**config.mk**
```make
export PLATFORM = sky130hd
export DESIGN_NAME = palsf_alarm_latch
export DESIGN_NICKNAME = d
export VERILOG_FILES = /design/src/palsf_pkg.sv /design/src/palsf_alarm_latch.sv
export VERILOG_INCLUDE_DIRS = /design/src /design/src/src
export SDC_FILE = /design/constraint.sdc
export NUM_CORES = 1
export LEC_CHECK = 0
export ABC_AREA = 1
export BUFFER_PORTS_ARGS = -buffer_cell sky130_fd_sc_hd__buf_4
export CORE_ASPECT_RATIO = 0.6
export CORE_MARGIN = 8
export CORE_UTILIZATION = 45
export DETAILED_ROUTE_END_ITERATION = 10
export HOLD_SLACK_MARGIN = 0.15
export PLACE_DENSITY = 0.87
export SLEW_MARGIN = 20
export SYNTH_ARGS = -nofsm -noshare
export SYNTH_HDL_FRONTEND = slang
export SYNTH_SLANG_ARGS = --single-unit
```
**constraint.sdc**
```tcl
create_clock -name pclk -period 1.6 [get_ports pclk]
set_input_delay 0.24 -clock pclk [delete_from_list [all_inputs] [get_ports pclk]]
set_output_delay 0.24 -clock pclk [all_outputs]
set_load 0.05 [all_outputs]
```
**src/palsf_defines.svh**
```systemverilog
// Register offsets, field positions and the stored alarm bit mask for the pack alarm latch.
// Assumes inclusion by bare name from design files; definitions only.
`ifndef PALSF_DEFINES_SVH
`define PALSF_DEFINES_SVH

// Byte offsets on the APB register bus.
`define PALSF_OFF_PACK_STATUS 12'h000
`define PALSF_OFF_ALARM_STATUS 12'h004
`define PALSF_OFF_ALARM_ENABLE 12'h008
`define PALSF_OFF_CONTROL 12'h00C
`define PALSF_OFF_RAW_ALARM 12'h010

// Pack status word fields.
`define PALSF_PS_CFG_EDIT 0
`define PALSF_PS_PRECHARGE 1
`define PALSF_PS_SLEEP_OK 2
`define PALSF_PS_FULL_RESET 3
`define PALSF_PS_WDOG_CAUSE 4
`define PALSF_PS_OPEN_WIRE 5

// Alarm word fields.
`define PALSF_AL_WAKE 0
`define PALSF_AL_SCAN 1
`define PALSF_AL_BALANCE 2
`define PALSF_AL_BLOW 3
`define PALSF_AL_STACK_LOW 4
`define PALSF_AL_DISCHARGE_OFF 5
`define PALSF_AL_CHARGE_OFF 6
`define PALSF_AL_LOOP 7
`define PALSF_AL_RSVD 8
`define PALSF_AL_INIT_DONE 9
`define PALSF_AL_INIT_BEGUN 10
`define PALSF_AL_PERMFAIL_ALERT 11
`define PALSF_AL_SF_ALERT 12
`define PALSF_AL_PERM_FAIL 13
`define PALSF_AL_SAFETY_A 14
`define PALSF_AL_SAFETY_BC 15

// Control register fields (write side).
`define PALSF_CT_SLEEP_SET 0
`define PALSF_CT_SLEEP_CLR 1
`define PALSF_CT_CFG_ENTER 2
`define PALSF_CT_CFG_EXIT 3

// Reserved alarm bit is never stored.
`define PALSF_ALARM_VALID 16'hFEFF

`endif

```
**src/palsf_pkg.sv**
```systemverilog
// Types shared by the pack alarm latch design.
// Assumes nothing beyond a SystemVerilog compiler.
package palsf_pkg;

	// Configuration-edit command sequencer states, one-hot.
	typedef enum logic [2:0] {
		CFG_IDLE = 3'h1,
		CFG_PROC = 3'h2,
		CFG_EDIT = 3'h4
	} palsf_cfg_e;

endpackage

```
**src/palsf_alarm_latch.sv**
```systemverilog
// Pack status flags and latched alarm word behind an APB slave.
// Assumes raw events arrive from logic on pclk; the alert pin is a plain output.
`timescale 1ns/10ps
`include "palsf_defines.svh"

// Notes on behaviour
// - Bit 5 high only during open-wire check.
// - Bit 4 shows watchdog caused last reset.
// - Bit 3 set on reset, cleared leaving edit.
// - Bit 2 sleep permission, default, host set/clear.
// - Bit 1 shows precharge mode active.
// - Bit 0 set after edit command fully processed.
// - Latched alarm bits drive the alert pin.
// - Write one clears alarm latch bit.
// - Alarm 15 from safety words B/C.
// - Alarm 14 from safety word A.
// - Alarm 13 on enabled permanent fail.
// - Alarm 12 on masked safety alert.
// - Alarm 11 on masked permanent-fail alert.
// - Alarm 10 init begun, 9 init done.
// - Alarm 7 each full loop done.
// - Alarm 6/5 while charge/discharge switches off.
// - Alarm 4 when stack below shutdown.
// - Alarm 3 while blow pin driven.
// - Alarm 2 while balancing active.
// - Alarm 1 each single scan done.
// - Alarm 0 on wake from sleep.
// - Enable mask gates latching, host rewritable.
module palsf_alarm_latch #(
	parameter logic [15:0] DEFAULT_ALARM_MASK = 16'hFEFF, // Configured default enable mask.
	parameter logic DEFAULT_SLEEP_OK = 1'b1, // Configured default sleep permission.
	parameter int CFG_PROC_CYCLES = 4 // Cycles to process the enter-edit command.
) (
	// APB slave.
	input wire logic pclk,
	input wire logic presetn,
	input wire logic psel,
	input wire logic penable,
	input wire logic pwrite,
	input wire logic [11:0] paddr,
	input wire logic [31:0] pwdata,
	output logic [31:0] prdata,
	output logic pready,
	output logic pslverr,
	// Device state inputs, same clock domain.
	input wire logic open_wire_check_active,
	input wire logic watchdog_reset_cause,
	input wire logic precharge_active,
	// Raw alarm events, same clock domain.
	input wire logic [15:0] safety_b_word,
	input wire logic [15:0] safety_c_word,
	input wire logic [15:0] safety_a_word,
	input wire logic permanent_fail_alarm,
	input wire logic masked_safety_alert,
	input wire logic masked_permfail_alert,
	input wire logic init_begun,
	input wire logic init_done,
	input wire logic full_loop_done,
	input wire logic charge_switch_off,
	input wire logic discharge_switch_off,
	input wire logic stack_below_shutdown,
	input wire logic blow_pin_driven,
	input wire logic balancing_active,
	input wire logic single_scan_done,
	input wire logic sleep_wake,
	// Outputs toward the device and host.
	output logic alert,
	output logic sleep_allowed,
	output logic config_edit_active
);

	// Bus qualifiers: every access completes in its first access cycle.
	// A read is decoded in the setup cycle, so prdata is registered before the access edge samples it.
	// A write commits only in the access cycle, so it takes effect exactly once per transfer.
	logic bus_wr; // Write commit strobe.
	logic bus_rd; // Read capture strobe.
	assign bus_wr = psel && penable && pwrite;
	assign bus_rd = psel && !penable && !pwrite;
	assign pready = 1'b1;

	// Known offsets; anything else is answered with an error.
	logic addr_hit;
	always_comb begin
		case (paddr)
			`PALSF_OFF_PACK_STATUS, `PALSF_OFF_ALARM_STATUS, `PALSF_OFF_ALARM_ENABLE,
			`PALSF_OFF_CONTROL, `PALSF_OFF_RAW_ALARM: addr_hit = 1'b1;
			default: addr_hit = 1'b0;
		endcase
	end
	assign pslverr = psel && penable && !addr_hit;

	// Raw alarm vector assembled from the detectors.
	logic [15:0] raw_alarm;
	always_comb begin
		raw_alarm = 16'h0000;
		raw_alarm[`PALSF_AL_SAFETY_BC] = |{safety_b_word, safety_c_word};
		raw_alarm[`PALSF_AL_SAFETY_A] = |safety_a_word;
		raw_alarm[`PALSF_AL_PERM_FAIL] = permanent_fail_alarm;
		raw_alarm[`PALSF_AL_SF_ALERT] = masked_safety_alert;
		raw_alarm[`PALSF_AL_PERMFAIL_ALERT] = masked_permfail_alert;
		raw_alarm[`PALSF_AL_INIT_BEGUN] = init_begun;
		raw_alarm[`PALSF_AL_INIT_DONE] = init_done;
		raw_alarm[`PALSF_AL_LOOP] = full_loop_done;
		raw_alarm[`PALSF_AL_CHARGE_OFF] = charge_switch_off;
		raw_alarm[`PALSF_AL_DISCHARGE_OFF] = discharge_switch_off;
		raw_alarm[`PALSF_AL_STACK_LOW] = stack_below_shutdown;
		raw_alarm[`PALSF_AL_BLOW] = blow_pin_driven;
		raw_alarm[`PALSF_AL_BALANCE] = balancing_active;
		raw_alarm[`PALSF_AL_SCAN] = single_scan_done;
		raw_alarm[`PALSF_AL_WAKE] = sleep_wake;
	end

	// Alarm latch, enable mask and register state.
	logic [15:0] alarm_latch;
	logic [15:0] next_alarm_latch;
	logic [15:0] alarm_enable;
	logic [15:0] next_alarm_enable;
	logic [15:0] clear_bits;

	// Set wins over clear so an event in the clearing cycle is kept.
	// A level source such as a switch-off flag therefore cannot be cleared while it persists.
	always_comb begin
		clear_bits = (bus_wr && paddr == `PALSF_OFF_ALARM_STATUS) ? pwdata[15:0] : 16'h0000;
		next_alarm_latch = ((alarm_latch & ~clear_bits) | (raw_alarm & alarm_enable))
			& `PALSF_ALARM_VALID;
		next_alarm_enable = alarm_enable;
		if (bus_wr && paddr == `PALSF_OFF_ALARM_ENABLE) begin
			next_alarm_enable = pwdata[15:0] & `PALSF_ALARM_VALID;
		end
	end

	// Registers for the alarm group.
	always_ff @(posedge pclk or negedge presetn) begin
		if (!presetn) begin
			alarm_latch <= 16'h0000;
			alarm_enable <= DEFAULT_ALARM_MASK & `PALSF_ALARM_VALID;
		end else begin
			alarm_latch <= next_alarm_latch;
			alarm_enable <= next_alarm_enable;
		end
	end

	// Alert is a level held while any latch bit stands.
	// It is an OR of flops only, so bus decoding cannot make it glitch.
	assign alert = |alarm_latch;

	// Configuration-edit sequencer, sleep permission and full-reset flag.
	palsf_pkg::palsf_cfg_e cfg_state;
	palsf_pkg::palsf_cfg_e next_cfg_state;
	logic [7:0] proc_cnt;
	logic [7:0] next_proc_cnt;
	logic sleep_ok;
	logic next_sleep_ok;
	logic full_reset_flag;
	logic next_full_reset_flag;
	logic ctl_wr;
	assign ctl_wr = bus_wr && paddr == `PALSF_OFF_CONTROL;

	// The enter command is taken, then processed for a fixed time before the flag rises.
	always_comb begin
		next_cfg_state = cfg_state;
		next_proc_cnt = proc_cnt;
		next_sleep_ok = sleep_ok;
		next_full_reset_flag = full_reset_flag;
		case (cfg_state)
			palsf_pkg::CFG_IDLE: begin
				if (ctl_wr && pwdata[`PALSF_CT_CFG_ENTER]) begin
					next_cfg_state = palsf_pkg::CFG_PROC;
					// The zero-count cycle counts as the last processing cycle, hence one less.
					next_proc_cnt = 8'(CFG_PROC_CYCLES - 1);
				end
			end
			palsf_pkg::CFG_PROC: begin
				if (proc_cnt == 8'h00) begin
					next_cfg_state = palsf_pkg::CFG_EDIT;
				end else begin
					next_proc_cnt = proc_cnt - 8'h01;
				end
			end
			palsf_pkg::CFG_EDIT: begin
				if (ctl_wr && pwdata[`PALSF_CT_CFG_EXIT]) begin
					next_cfg_state = palsf_pkg::CFG_IDLE;
					next_full_reset_flag = 1'b0;
				end
			end
			default: begin
				next_cfg_state = palsf_pkg::CFG_IDLE;
			end
		endcase
		// Set beats clear when both are written together, keeping sleep allowed.
		if (ctl_wr && pwdata[`PALSF_CT_SLEEP_CLR]) begin
			next_sleep_ok = 1'b0;
		end
		if (ctl_wr && pwdata[`PALSF_CT_SLEEP_SET]) begin
			next_sleep_ok = 1'b1;
		end
	end

	// Registers for the status group; full-reset flag comes up set.
	always_ff @(posedge pclk or negedge presetn) begin
		if (!presetn) begin
			cfg_state <= palsf_pkg::CFG_IDLE;
			proc_cnt <= 8'h00;
			sleep_ok <= DEFAULT_SLEEP_OK;
			full_reset_flag <= 1'b1;
		end else begin
			cfg_state <= next_cfg_state;
			proc_cnt <= next_proc_cnt;
			sleep_ok <= next_sleep_ok;
			full_reset_flag <= next_full_reset_flag;
		end
	end

	assign config_edit_active = (cfg_state == palsf_pkg::CFG_EDIT);
	assign sleep_allowed = sleep_ok;

	// Pack status word assembled live.
	// Bits 15 to 6 belong to other blocks and read as zero here.
	logic [15:0] pack_status;
	always_comb begin
		pack_status = 16'h0000;
		pack_status[`PALSF_PS_OPEN_WIRE] = open_wire_check_active;
		pack_status[`PALSF_PS_WDOG_CAUSE] = watchdog_reset_cause;
		pack_status[`PALSF_PS_FULL_RESET] = full_reset_flag;
		pack_status[`PALSF_PS_SLEEP_OK] = sleep_ok;
		pack_status[`PALSF_PS_PRECHARGE] = precharge_active;
		pack_status[`PALSF_PS_CFG_EDIT] = config_edit_active;
	end

	// Read data is captured in the setup cycle and held through the access cycle.
	// Holding it until the next read costs a 32-bit register but keeps a late sample valid.
	logic [31:0] next_prdata;
	always_comb begin
		next_prdata = prdata;
		if (bus_rd) begin
			case (paddr)
				`PALSF_OFF_PACK_STATUS: next_prdata = {16'h0000, pack_status};
				`PALSF_OFF_ALARM_STATUS: next_prdata = {16'h0000, alarm_latch};
				`PALSF_OFF_ALARM_ENABLE: next_prdata = {16'h0000, alarm_enable};
				`PALSF_OFF_RAW_ALARM: next_prdata = {16'h0000, raw_alarm & `PALSF_ALARM_VALID};
				default: next_prdata = 32'h00000000;
			endcase
		end
	end

	always_ff @(posedge pclk or negedge presetn) begin
		if (!presetn) begin
			prdata <= 32'h00000000;
		end else begin
			prdata <= next_prdata;
		end
	end

	// Checks on the alarm group.
	// Alarm bit 15, when enabled and raised, must be set one edge later.
	alarm_sets_a: assert property (@(posedge pclk) disable iff (!presetn)
		(raw_alarm[15] && alarm_enable[15]) |=> alarm_latch[15])
		else $error("enabled alarm did not latch");

	// A write of one clears bit 1 when its source is quiet.
	w1c_clear_a: assert property (@(posedge pclk) disable iff (!presetn)
		(bus_wr && paddr == `PALSF_OFF_ALARM_STATUS && pwdata[1] && !(raw_alarm[1] && alarm_enable[1]))
		|=> !alarm_latch[1])
		else $error("write one did not clear latch");

	// A zero write leaves latches untouched.
	zero_keeps_a: assert property (@(posedge pclk) disable iff (!presetn)
		(bus_wr && paddr == `PALSF_OFF_ALARM_STATUS && pwdata[15:0] == 16'h0000)
		|=> alarm_latch == ($past(alarm_latch) | $past(raw_alarm & alarm_enable & `PALSF_ALARM_VALID)))
		else $error("zero write changed latch");

	// Alert rises the edge after any enabled source fires.
	alert_level_a: assert property (@(posedge pclk) disable iff (!presetn)
		(|(raw_alarm & alarm_enable)) |=> alert)
		else $error("alert did not follow an enabled alarm");

	// With no clearing write, a raised alert stays up.
	alert_hold_a: assert property (@(posedge pclk) disable iff (!presetn)
		(alert && !(bus_wr && paddr == `PALSF_OFF_ALARM_STATUS)) |=> alert)
		else $error("alert dropped without a clear");

	// An enable write lands at the access edge with bit 8 forced low.
	enable_write_a: assert property (@(posedge pclk) disable iff (!presetn)
		(bus_wr && paddr == `PALSF_OFF_ALARM_ENABLE)
		|=> alarm_enable == ($past(pwdata[15:0]) & `PALSF_ALARM_VALID))
		else $error("enable write not stored");

	// Reserved bit never sets.
	rsvd_zero_a: assert property (@(posedge pclk) disable iff (!presetn)
		!alarm_latch[8] && !alarm_enable[8])
		else $error("reserved bit set");

	// Checks on the status group.
	// Edit flag rises only after the processing delay.
	cfg_delay_a: assert property (@(posedge pclk) disable iff (!presetn)
		(cfg_state == palsf_pkg::CFG_IDLE && ctl_wr && pwdata[`PALSF_CT_CFG_ENTER])
		|=> !config_edit_active [*4] ##1 config_edit_active)
		else $error("edit mode timing wrong");

	// Leaving edit clears the full-reset flag.
	por_clear_a: assert property (@(posedge pclk) disable iff (!presetn)
		(config_edit_active && ctl_wr && pwdata[`PALSF_CT_CFG_EXIT]) |=> !full_reset_flag && !config_edit_active)
		else $error("full reset flag not cleared");

	// The full-reset flag only falls on leaving edit mode.
	flag_hold_a: assert property (@(posedge pclk) disable iff (!presetn)
		(full_reset_flag && !(config_edit_active && ctl_wr && pwdata[`PALSF_CT_CFG_EXIT]))
		|=> full_reset_flag)
		else $error("full reset flag fell early");

	// Once cleared, the flag comes back only through a reset.
	flag_low_a: assert property (@(posedge pclk) disable iff (!presetn)
		!full_reset_flag |=> !full_reset_flag)
		else $error("full reset flag rose without reset");

	// Sleep commands take effect at the next edge.
	sleep_cmd_a: assert property (@(posedge pclk) disable iff (!presetn)
		(ctl_wr && pwdata[`PALSF_CT_SLEEP_CLR] && !pwdata[`PALSF_CT_SLEEP_SET]) |=> !sleep_allowed)
		else $error("sleep clear ignored");

	// A set command wins even when a clear comes with it.
	sleep_set_a: assert property (@(posedge pclk) disable iff (!presetn)
		(ctl_wr && pwdata[`PALSF_CT_SLEEP_SET]) |=> sleep_allowed)
		else $error("sleep set ignored");

	// Without a command, sleep permission keeps its value.
	sleep_keep_a: assert property (@(posedge pclk) disable iff (!presetn)
		!(ctl_wr && (pwdata[`PALSF_CT_SLEEP_SET] || pwdata[`PALSF_CT_SLEEP_CLR]))
		|=> $stable(sleep_allowed))
		else $error("sleep permission changed unasked");

	// Edit mode is only reached through the processing state.
	edit_entry_a: assert property (@(posedge pclk) disable iff (!presetn)
		$rose(config_edit_active) |-> $past(cfg_state) == palsf_pkg::CFG_PROC)
		else $error("edit mode entered without processing");

	// Edit mode holds until an exit command is written.
	edit_hold_a: assert property (@(posedge pclk) disable iff (!presetn)
		(config_edit_active && !(ctl_wr && pwdata[`PALSF_CT_CFG_EXIT])) |=> config_edit_active)
		else $error("edit mode left without exit");

	// A second enter during processing does not disturb the count.
	busy_ignore_a: assert property (@(posedge pclk) disable iff (!presetn)
		(cfg_state == palsf_pkg::CFG_PROC && proc_cnt != 8'h00)
		|=> cfg_state == palsf_pkg::CFG_PROC && proc_cnt == $past(proc_cnt) - 8'h01)
		else $error("processing count disturbed");

	// A latch read returns the word as it stood in the setup cycle.
	read_latch_a: assert property (@(posedge pclk) disable iff (!presetn)
		(bus_rd && paddr == `PALSF_OFF_ALARM_STATUS)
		|=> prdata == {16'h0000, $past(alarm_latch)})
		else $error("latch read back wrong");

	// Open-wire bit mirrors the check.
	open_wire_a: assert property (@(posedge pclk) disable iff (!presetn)
		(bus_rd && paddr == `PALSF_OFF_PACK_STATUS)
		|=> prdata[5:4] == $past({open_wire_check_active, watchdog_reset_cause})
		&& prdata[1] == $past(precharge_active))
		else $error("status bits wrong");

	// Each stored bit sets only from its own enabled source and clears only by a written one.
	for (genvar b = 0; b < 16; b++) begin : g_bit_chk
		// A quiet bit stays quiet unless its enabled source fires.
		no_spurious_a: assert property (@(posedge pclk) disable iff (!presetn)
			(!alarm_latch[b] && !(raw_alarm[b] && alarm_enable[b])) |=> !alarm_latch[b])
			else $error("alarm bit set with no source");
		// A set bit stays set until a one is written to it.
		latch_holds_a: assert property (@(posedge pclk) disable iff (!presetn)
			(alarm_latch[b] && !(bus_wr && paddr == `PALSF_OFF_ALARM_STATUS && pwdata[b])) |=> alarm_latch[b])
			else $error("alarm bit dropped without a clear");
	end

endmodule // palsf_alarm_latch

```
==> results of run 1 <==
==> per-stage QoR <==
step | TNS (ns) | area (um^2) | util [%]
floorplan | 0 | 3578 | -
global placement | 0 | 4491 | 58.12
detailed placement | 0 | 4491 | 58.12
CTS | -0.1368 | 4962 | 64.23
global route | -0.1847 | 5016 | 64.92
finish | -0.1208 | 5016 | 64.92
==> where the power goes <==
group | internal, mW | total [mW] | switching (mW)
registers | 1.59 | 1.72 | 0.127
clock network | 1.26 | 1.91 | 0.657
logic | 0.464 | 1.19 | 0.727
==> worst max-delay path, delay by kind of cell, from the launching register on <==
kind / cells / cell delay, ns
buffers and inverters: 1 / 0.20
flip-flops: 1 / 0.42
AND/OR/NAND/NOR: 2 / 0.53
==> worst min-delay path by stage <==
stage | startpoint | endpoint | slack (ns) | cells after the start
finish | pwdata[2] | alarm_enable[2] | 0.17 | 3
global placement | presetn | prdata[11] | 0.15 | 1
global route | pwdata[2] | alarm_enable[2] | 0.18 | 3
floorplan | presetn | alarm_latch[0] | -0.06 | 0
detailed placement | presetn | prdata[11] | 0.16 | 1
CTS | pwdata[2] | alarm_enable[2] | 0.15 | 3
==> metal layers <==
| layer | vias to the layer above | track usage [%] | part of all wire, % |
|---|---|---|---|
| li1 | 1770 | - | - |
| met3 | 25 | 8.855 | 9.0 |
| met4 | 0 | 8.491 | 2.3 |
| met2 | 145 | 35.16 | 49 |
| met1 | 1679 | 23.94 | 39 |
| met5 | - | 0 | 0 |
==> sequential cells by signal, indices dropped and copies added, names as in the netlist <==
signal,cells
sleep_allowed,1
full_reset_flag,1
alarm_latch,15
alarm_enable,15
cfg_state,3
proc_cnt,8
prdata,15
==> layout make-up <==
class | instances | area share (%)
Multi-Input combinational cell | 366 | 35.74
Sequential cell | 58 | 29.38
Timing Repair Buffer | 146 | 22.92
Clock buffer | 15 | 5.937
Inverter | 43 | 3.218
Tap cell | 108 | 2.694
Clock inverter | 1 | 0.09978
==> repair_timing <==
action | 4_1_cts | 5_1_grt
setup buffers | 1 | 3
setup endpoints to repair | 1 | 11
hold buffers | 15 | 0
pin swaps | 2 | 4
gates resized for setup | 3 | 6
endpoints found under the hold margin | 62 | 0
==> synthesized netlist by cell type <==
library cell,number,area share [%]
buf_2,4,0.57
inv_2,8,0.85
xnor2_1,2,0.50
a21oi_4,1,0.46
inv_1,35,3.7
buf_6,2,0.64
a21boi_0,1,0.21
and2_1,1,0.18
o21ai_1,23,3.3
nand4_1,4,0.71
nor2_8,1,0.57
nor3_2,2,0.57
dfrtp_1,40,28
nor3b_1,1,0.21
dfstp_2,18,13
conb_1,2,0.21
nand2_1,166,18
nor3_4,2,0.93
buf_1,1,0.11
nand2_2,4,0.71
nor2_2,5,0.89
o21ai_0,8,1.1
a21oi_1,1,0.14
clkbuf_1,2,0.21
nor2_1,44,4.7
nor3_1,3,0.43
o21ai_2,11,2.7
a21oi_2,1,0.25
nor4_1,3,0.53
nand2_4,3,0.96
xor2_1,3,0.75
buf_4,19,4.1
nand3_1,54,7.7
nor2_4,2,0.64
ha_1,2,0.71
==> cell families (layout without fill, tap and decap cells) <==
logic type,Yosys count,in the layout,synth area share (%)
AOI/OAI and AO/OA,46,46,8.227
xor gates and xnor gates,5,5,1.247
adders and majority gates,2,2,0.7121
buffers and inverters,71,205,10.19
DFF,58,58,41.95
other,2,18,0.2138
and+or+nand+nor,295,295,37.46
==> flow_metrics.env, run 1 <==
export IMPL_grt_pass1_wl_um=18370
export IMPL_period_needed_ns=1.721
export IMPL_power_density_mw_per_mm2=961.1
export IMPL_drt_iter0_drc=300
export IMPL_drc=0
export IMPL_max_vdd_ir_drop_uv=513.5
export IMPL_worstSetupStartpoint="alarm_latch[3]"
export IMPL_vias=3619
export IMPL_layout_drive_gt1_share_pct=33.23
export IMPL_dr_pass1_iters=4
export IMPL_power_total_mw=4.821
export IMPL_antenna_left=0
export IMPL_place_congestion=0.8497
export IMPL_leakagePower_nw=2.715
export IMPL_dp_cells=703
export IMPL_antenna_found_initial=0
export IMPL_cts_tree="yes"
export IMPL_setup_viol=1
export IMPL_wl_um=11220
export IMPL_nFillCells=661
export IMPL_rrSetupSlack_ns=0.13
export IMPL_synthToLayoutAreaGrowth_pct=42.77
export IMPL_via_per_inst=4.910
export IMPL_cts_buffer_depth=2
export IMPL_fp_dieH_um=84.45
export IMPL_cts_max_level=3
export IMPL_portBuffers=114
export IMPL_syn_inst=479
export IMPL_die_w_um=130.1
export IMPL_grt_max_degree=38
export IMPL_dieArea_mm2=0.01098
export IMPL_hpwl_um=8231
export IMPL_violations="negative setup slack"
export IMPL_cp_required_ns=1.36
export IMPL_register_area_mm2=0.001474
export IMPL_yosysWarningCount=0
export IMPL_stdcell_count=737
export IMPL_final_hold_violation_count=0
export IMPL_clock_sinks=58
export IMPL_layout_commonest_cell="nand2_1"
export IMPL_slew_headroom_pct=62.91
export IMPL_grt_overflow=0
export IMPL_syn_area_per_cell_um2=7.335
export IMPL_crit_end="alert"
export IMPL_multiInputGateArea_mm2=0.001793
export IMPL_insertedDiodeCount=0
export IMPL_worstSetupEndpointType="output pin"
export IMPL_grt_pass1_vias=3882
export IMPL_worstPathArrival_ns=1.48
export IMPL_critPathKind="register to output pin"
export IMPL_wire_per_inst_um=15.22
export IMPL_rows=25
export IMPL_cts_made_buffers=9
export IMPL_worstPathMaxFanout=3
export IMPL_r2r_start="cfg_state[1]"
export IMPL_worst_slew_pin_slew_ns=0.5558
export IMPL_status="complete, but fails checks"
export IMPL_clk_pin_slew_ns=0.05
export IMPL_finalCritPeriodShare_pct=107.6
export IMPL_maxCapViolations=0
export IMPL_finalMaxSlewViolations=0
export IMPL_yosysSeqAreaShare_pct=41.95
export IMPL_r2r_cells=9
export IMPL_timing_rr_end="proc_cnt[3]"
export IMPL_whs_ns=0.1660
export IMPL_critical_path_max_stage_delay_ns=0.42
export IMPL_nets=739
export IMPL_ys_seq_elements=58
export IMPL_coreArea_mm2=0.007726
export IMPL_cpMaxStageDelayCell="dfrtp_1"
export IMPL_skew_ns=0.007242
export IMPL_start_util_pct=45.47
export IMPL_crit_chain="nor4_4 > nand4_1 > buf_6"
export IMPL_ys_types=35
export IMPL_startpoint_type="register"
export IMPL_final_cell_mix="nand2_1, buf_4, nand3_1"
export IMPL_hp_class="input pin to register"
export IMPL_rsz0062_at_grt="true"
export IMPL_ios=150
export IMPL_dp_slack_ns=0.02884
export IMPL_grt_usage_pct=21.33
export IMPL_root_buffer="clkbuf_16"
export IMPL_max_freq_mhz=581.1
export IMPL_finalWorstSetupSlack_ns=-0.1208
export IMPL_syn_area_mm2=0.003513
export IMPL_clock_latency_ns=0.34
Note: power is estimated with default switching activity, not from simulation.
==> run 2: changes to the inputs <==
--- a/config.mk
+++ b/config.mk
@@ -8,12 +8,14 @@
 export LEC_CHECK = 0
 export ABC_AREA = 1
 export BUFFER_PORTS_ARGS = -buffer_cell sky130_fd_sc_hd__buf_4
+export CELL_PAD_IN_SITES_DETAIL_PLACEMENT = 0
+export CELL_PAD_IN_SITES_GLOBAL_PLACEMENT = 2
 export CORE_ASPECT_RATIO = 0.6
 export CORE_MARGIN = 8
-export CORE_UTILIZATION = 45
+export CORE_UTILIZATION = 25
 export DETAILED_ROUTE_END_ITERATION = 10
 export HOLD_SLACK_MARGIN = 0.15
-export PLACE_DENSITY = 0.87
+export PLACE_DENSITY = 0.91
 export SLEW_MARGIN = 20
 export SYNTH_ARGS = -nofsm -noshare
 export SYNTH_HDL_FRONTEND = slang
==> flow_metrics.env, run 2 (synthesis gave the netlist of run 1 again) <==
export IMPL_cts_max_level=3
export IMPL_reg_top3="alarm_enable (15), alarm_latch (15), prdata (15)"
export IMPL_stdcell_count=824
export IMPL_hold_end="alarm_enable[11]"
export IMPL_rows=33
export IMPL_layout_drive_gt1_share_pct=34.02
export IMPL_status="complete, no violations"
export IMPL_setup_viol=0
export IMPL_dieArea_mm2=0.01823
export IMPL_max_vdd_ir_drop_uv=479.6
export IMPL_hp_start="pwdata[11]"
export IMPL_hpwl_um=8973
export IMPL_nFillCells=1454
export IMPL_min_path_cells=3
export IMPL_startpoint_type="register"
export IMPL_root_buffer="clkbuf_16"
export IMPL_final_cell_mix="nand2_1, buf_4, nand3_1"
export IMPL_final_hold_violation_count=0
export IMPL_hp_class="input pin to register"
export IMPL_cts_tree="yes"
export IMPL_max_freq_mhz=635.7
export IMPL_skew_ns=0.003572
export IMPL_dr_pass1_iters=4
export IMPL_vias=3535
export IMPL_grt_overflow=0
export IMPL_fp_dieH_um=107.8
export IMPL_layout_commonest_cell="nand2_1"
export IMPL_wl_um=11740
export IMPL_grt_pass1_vias=3617
export IMPL_rrSetupSlack_ns=0.10
export IMPL_leakagePower_nw=2.736
export IMPL_rsz0062_at_grt="true"
export IMPL_insertedDiodeCount=0
export IMPL_die_w_um=169.0
export IMPL_antenna_left=0
export IMPL_finalCritPeriodShare_pct=98.31
export IMPL_coreArea_mm2=0.01371
export IMPL_period_needed_ns=1.573
export IMPL_dp_slack_ns=-0.002817
export IMPL_cts_made_buffers=9
export IMPL_drc=0
export IMPL_grt_pass1_wl_um=18800
export IMPL_via_per_inst=4.290
export IMPL_drt_iter0_drc=178
export IMPL_cts_buffer_depth=2
export IMPL_grt_max_degree=35
export IMPL_timing_rr_end="proc_cnt[1]"
export IMPL_dp_cells=787
export IMPL_nets=742
export IMPL_ios=150
export IMPL_power_density_mw_per_mm2=970.7
export IMPL_grt_usage_pct=13.04
export IMPL_r2r_cells=7
export IMPL_start_util_pct=25.63
export IMPL_portBuffers=114
export IMPL_antenna_found_initial=0
export IMPL_r2r_start="proc_cnt[1]"
export IMPL_synthToLayoutAreaGrowth_pct=46.97
export IMPL_worstPathArrival_ns=1.33
export IMPL_critPathKind="register to output pin"
export IMPL_clock_sinks=58
export IMPL_finalWorstSetupSlack_ns=0.02697
export IMPL_clk_pin_slew_ns=0.05
export IMPL_maxCapViolations=0
export IMPL_wire_per_inst_um=14.24
export IMPL_cp_required_ns=1.36
export IMPL_clock_latency_ns=0.33
export IMPL_worstPathMaxFanout=3
export IMPL_worstSetupEndpointType="output pin"
export IMPL_place_congestion=0.8319
export IMPL_finalMaxSlewViolations=0
-- run 2: power by group --
group,switching (mW),internal (mW)
Combinational,0.742,0.487
Sequential,0.124,1.59
Clock,0.678,1.39
Total,1.54,3.47
-- run 2: what timing repair did --
action / in CTS / in global routing
pin swaps: 3 / 5
setup buffers: 2 / 4
hold buffers: 15 / 0
hold endpoints to repair: 38 / 0
endpoints found under the setup margin: 2 / 11
resized for setup: 5 / 6
-- run 2: critical path: stages, from the launching register on --
cell and delay [ns]:
dfrtp_1 0.40, nor3_1 0.28, nand4_1 0.15, buf_6 0.18
-- run 2: final cells by class --
type	instances	area, um^2	share of cell area (%)
clock buffer	10	239.0	4.628
clock inverter	6	80.08	1.551
inverter	43	161.4	3.126
multi-input combinational	366	1797	34.80
sequential	58	1474	28.54
tap	192	240.2	4.652
timing repair buffer	149	1172	22.70
-- run 2: how the worst max path moves through the flow --
stage                    startpoint           to  slack (ns)  cells after the start
floorplan              cfg_state[2]    prdata[0]        0.07                      6
global placement           paddr[7]  proc_cnt[3]        0.05                     10
detailed placement         paddr[9]  proc_cnt[5]      -0.003                     10
CTS                  alarm_latch[0]        alert       -0.01                      3
global route        alarm_latch[10]        alert       -0.06                      3
finish              alarm_latch[15]        alert        0.03                      3
-- run 2: through the flow --
stage            TNS, ns  hold slack, ns  total power [mW]  area, um^2  utilization [%]
3_5_place_dp   -0.004219          0.1798             2.871        4596            33.53
3_3_place_gp           0          0.1748             2.830        4596            33.53
6_report               0          0.1685             5.013        5164            37.67
5_1_grt         -0.05686          0.1844             5.268        5164            37.67
2_1_floorplan          0        -0.05559             2.495        3578                -
4_1_cts         -0.01232          0.1615             5.020        5109            37.27
-- run 2: metal layers --
metal | wire, um | global-route usage (%) | vias to the layer above
met5 | 0 | 0 | -
met4 | 46 | 3.206 | 0
met3 | 1018 | 4.504 | 6
met2 | 4912 | 19.06 | 143
met1 | 5759 | 18.04 | 1604
li1 | - | - | 1782
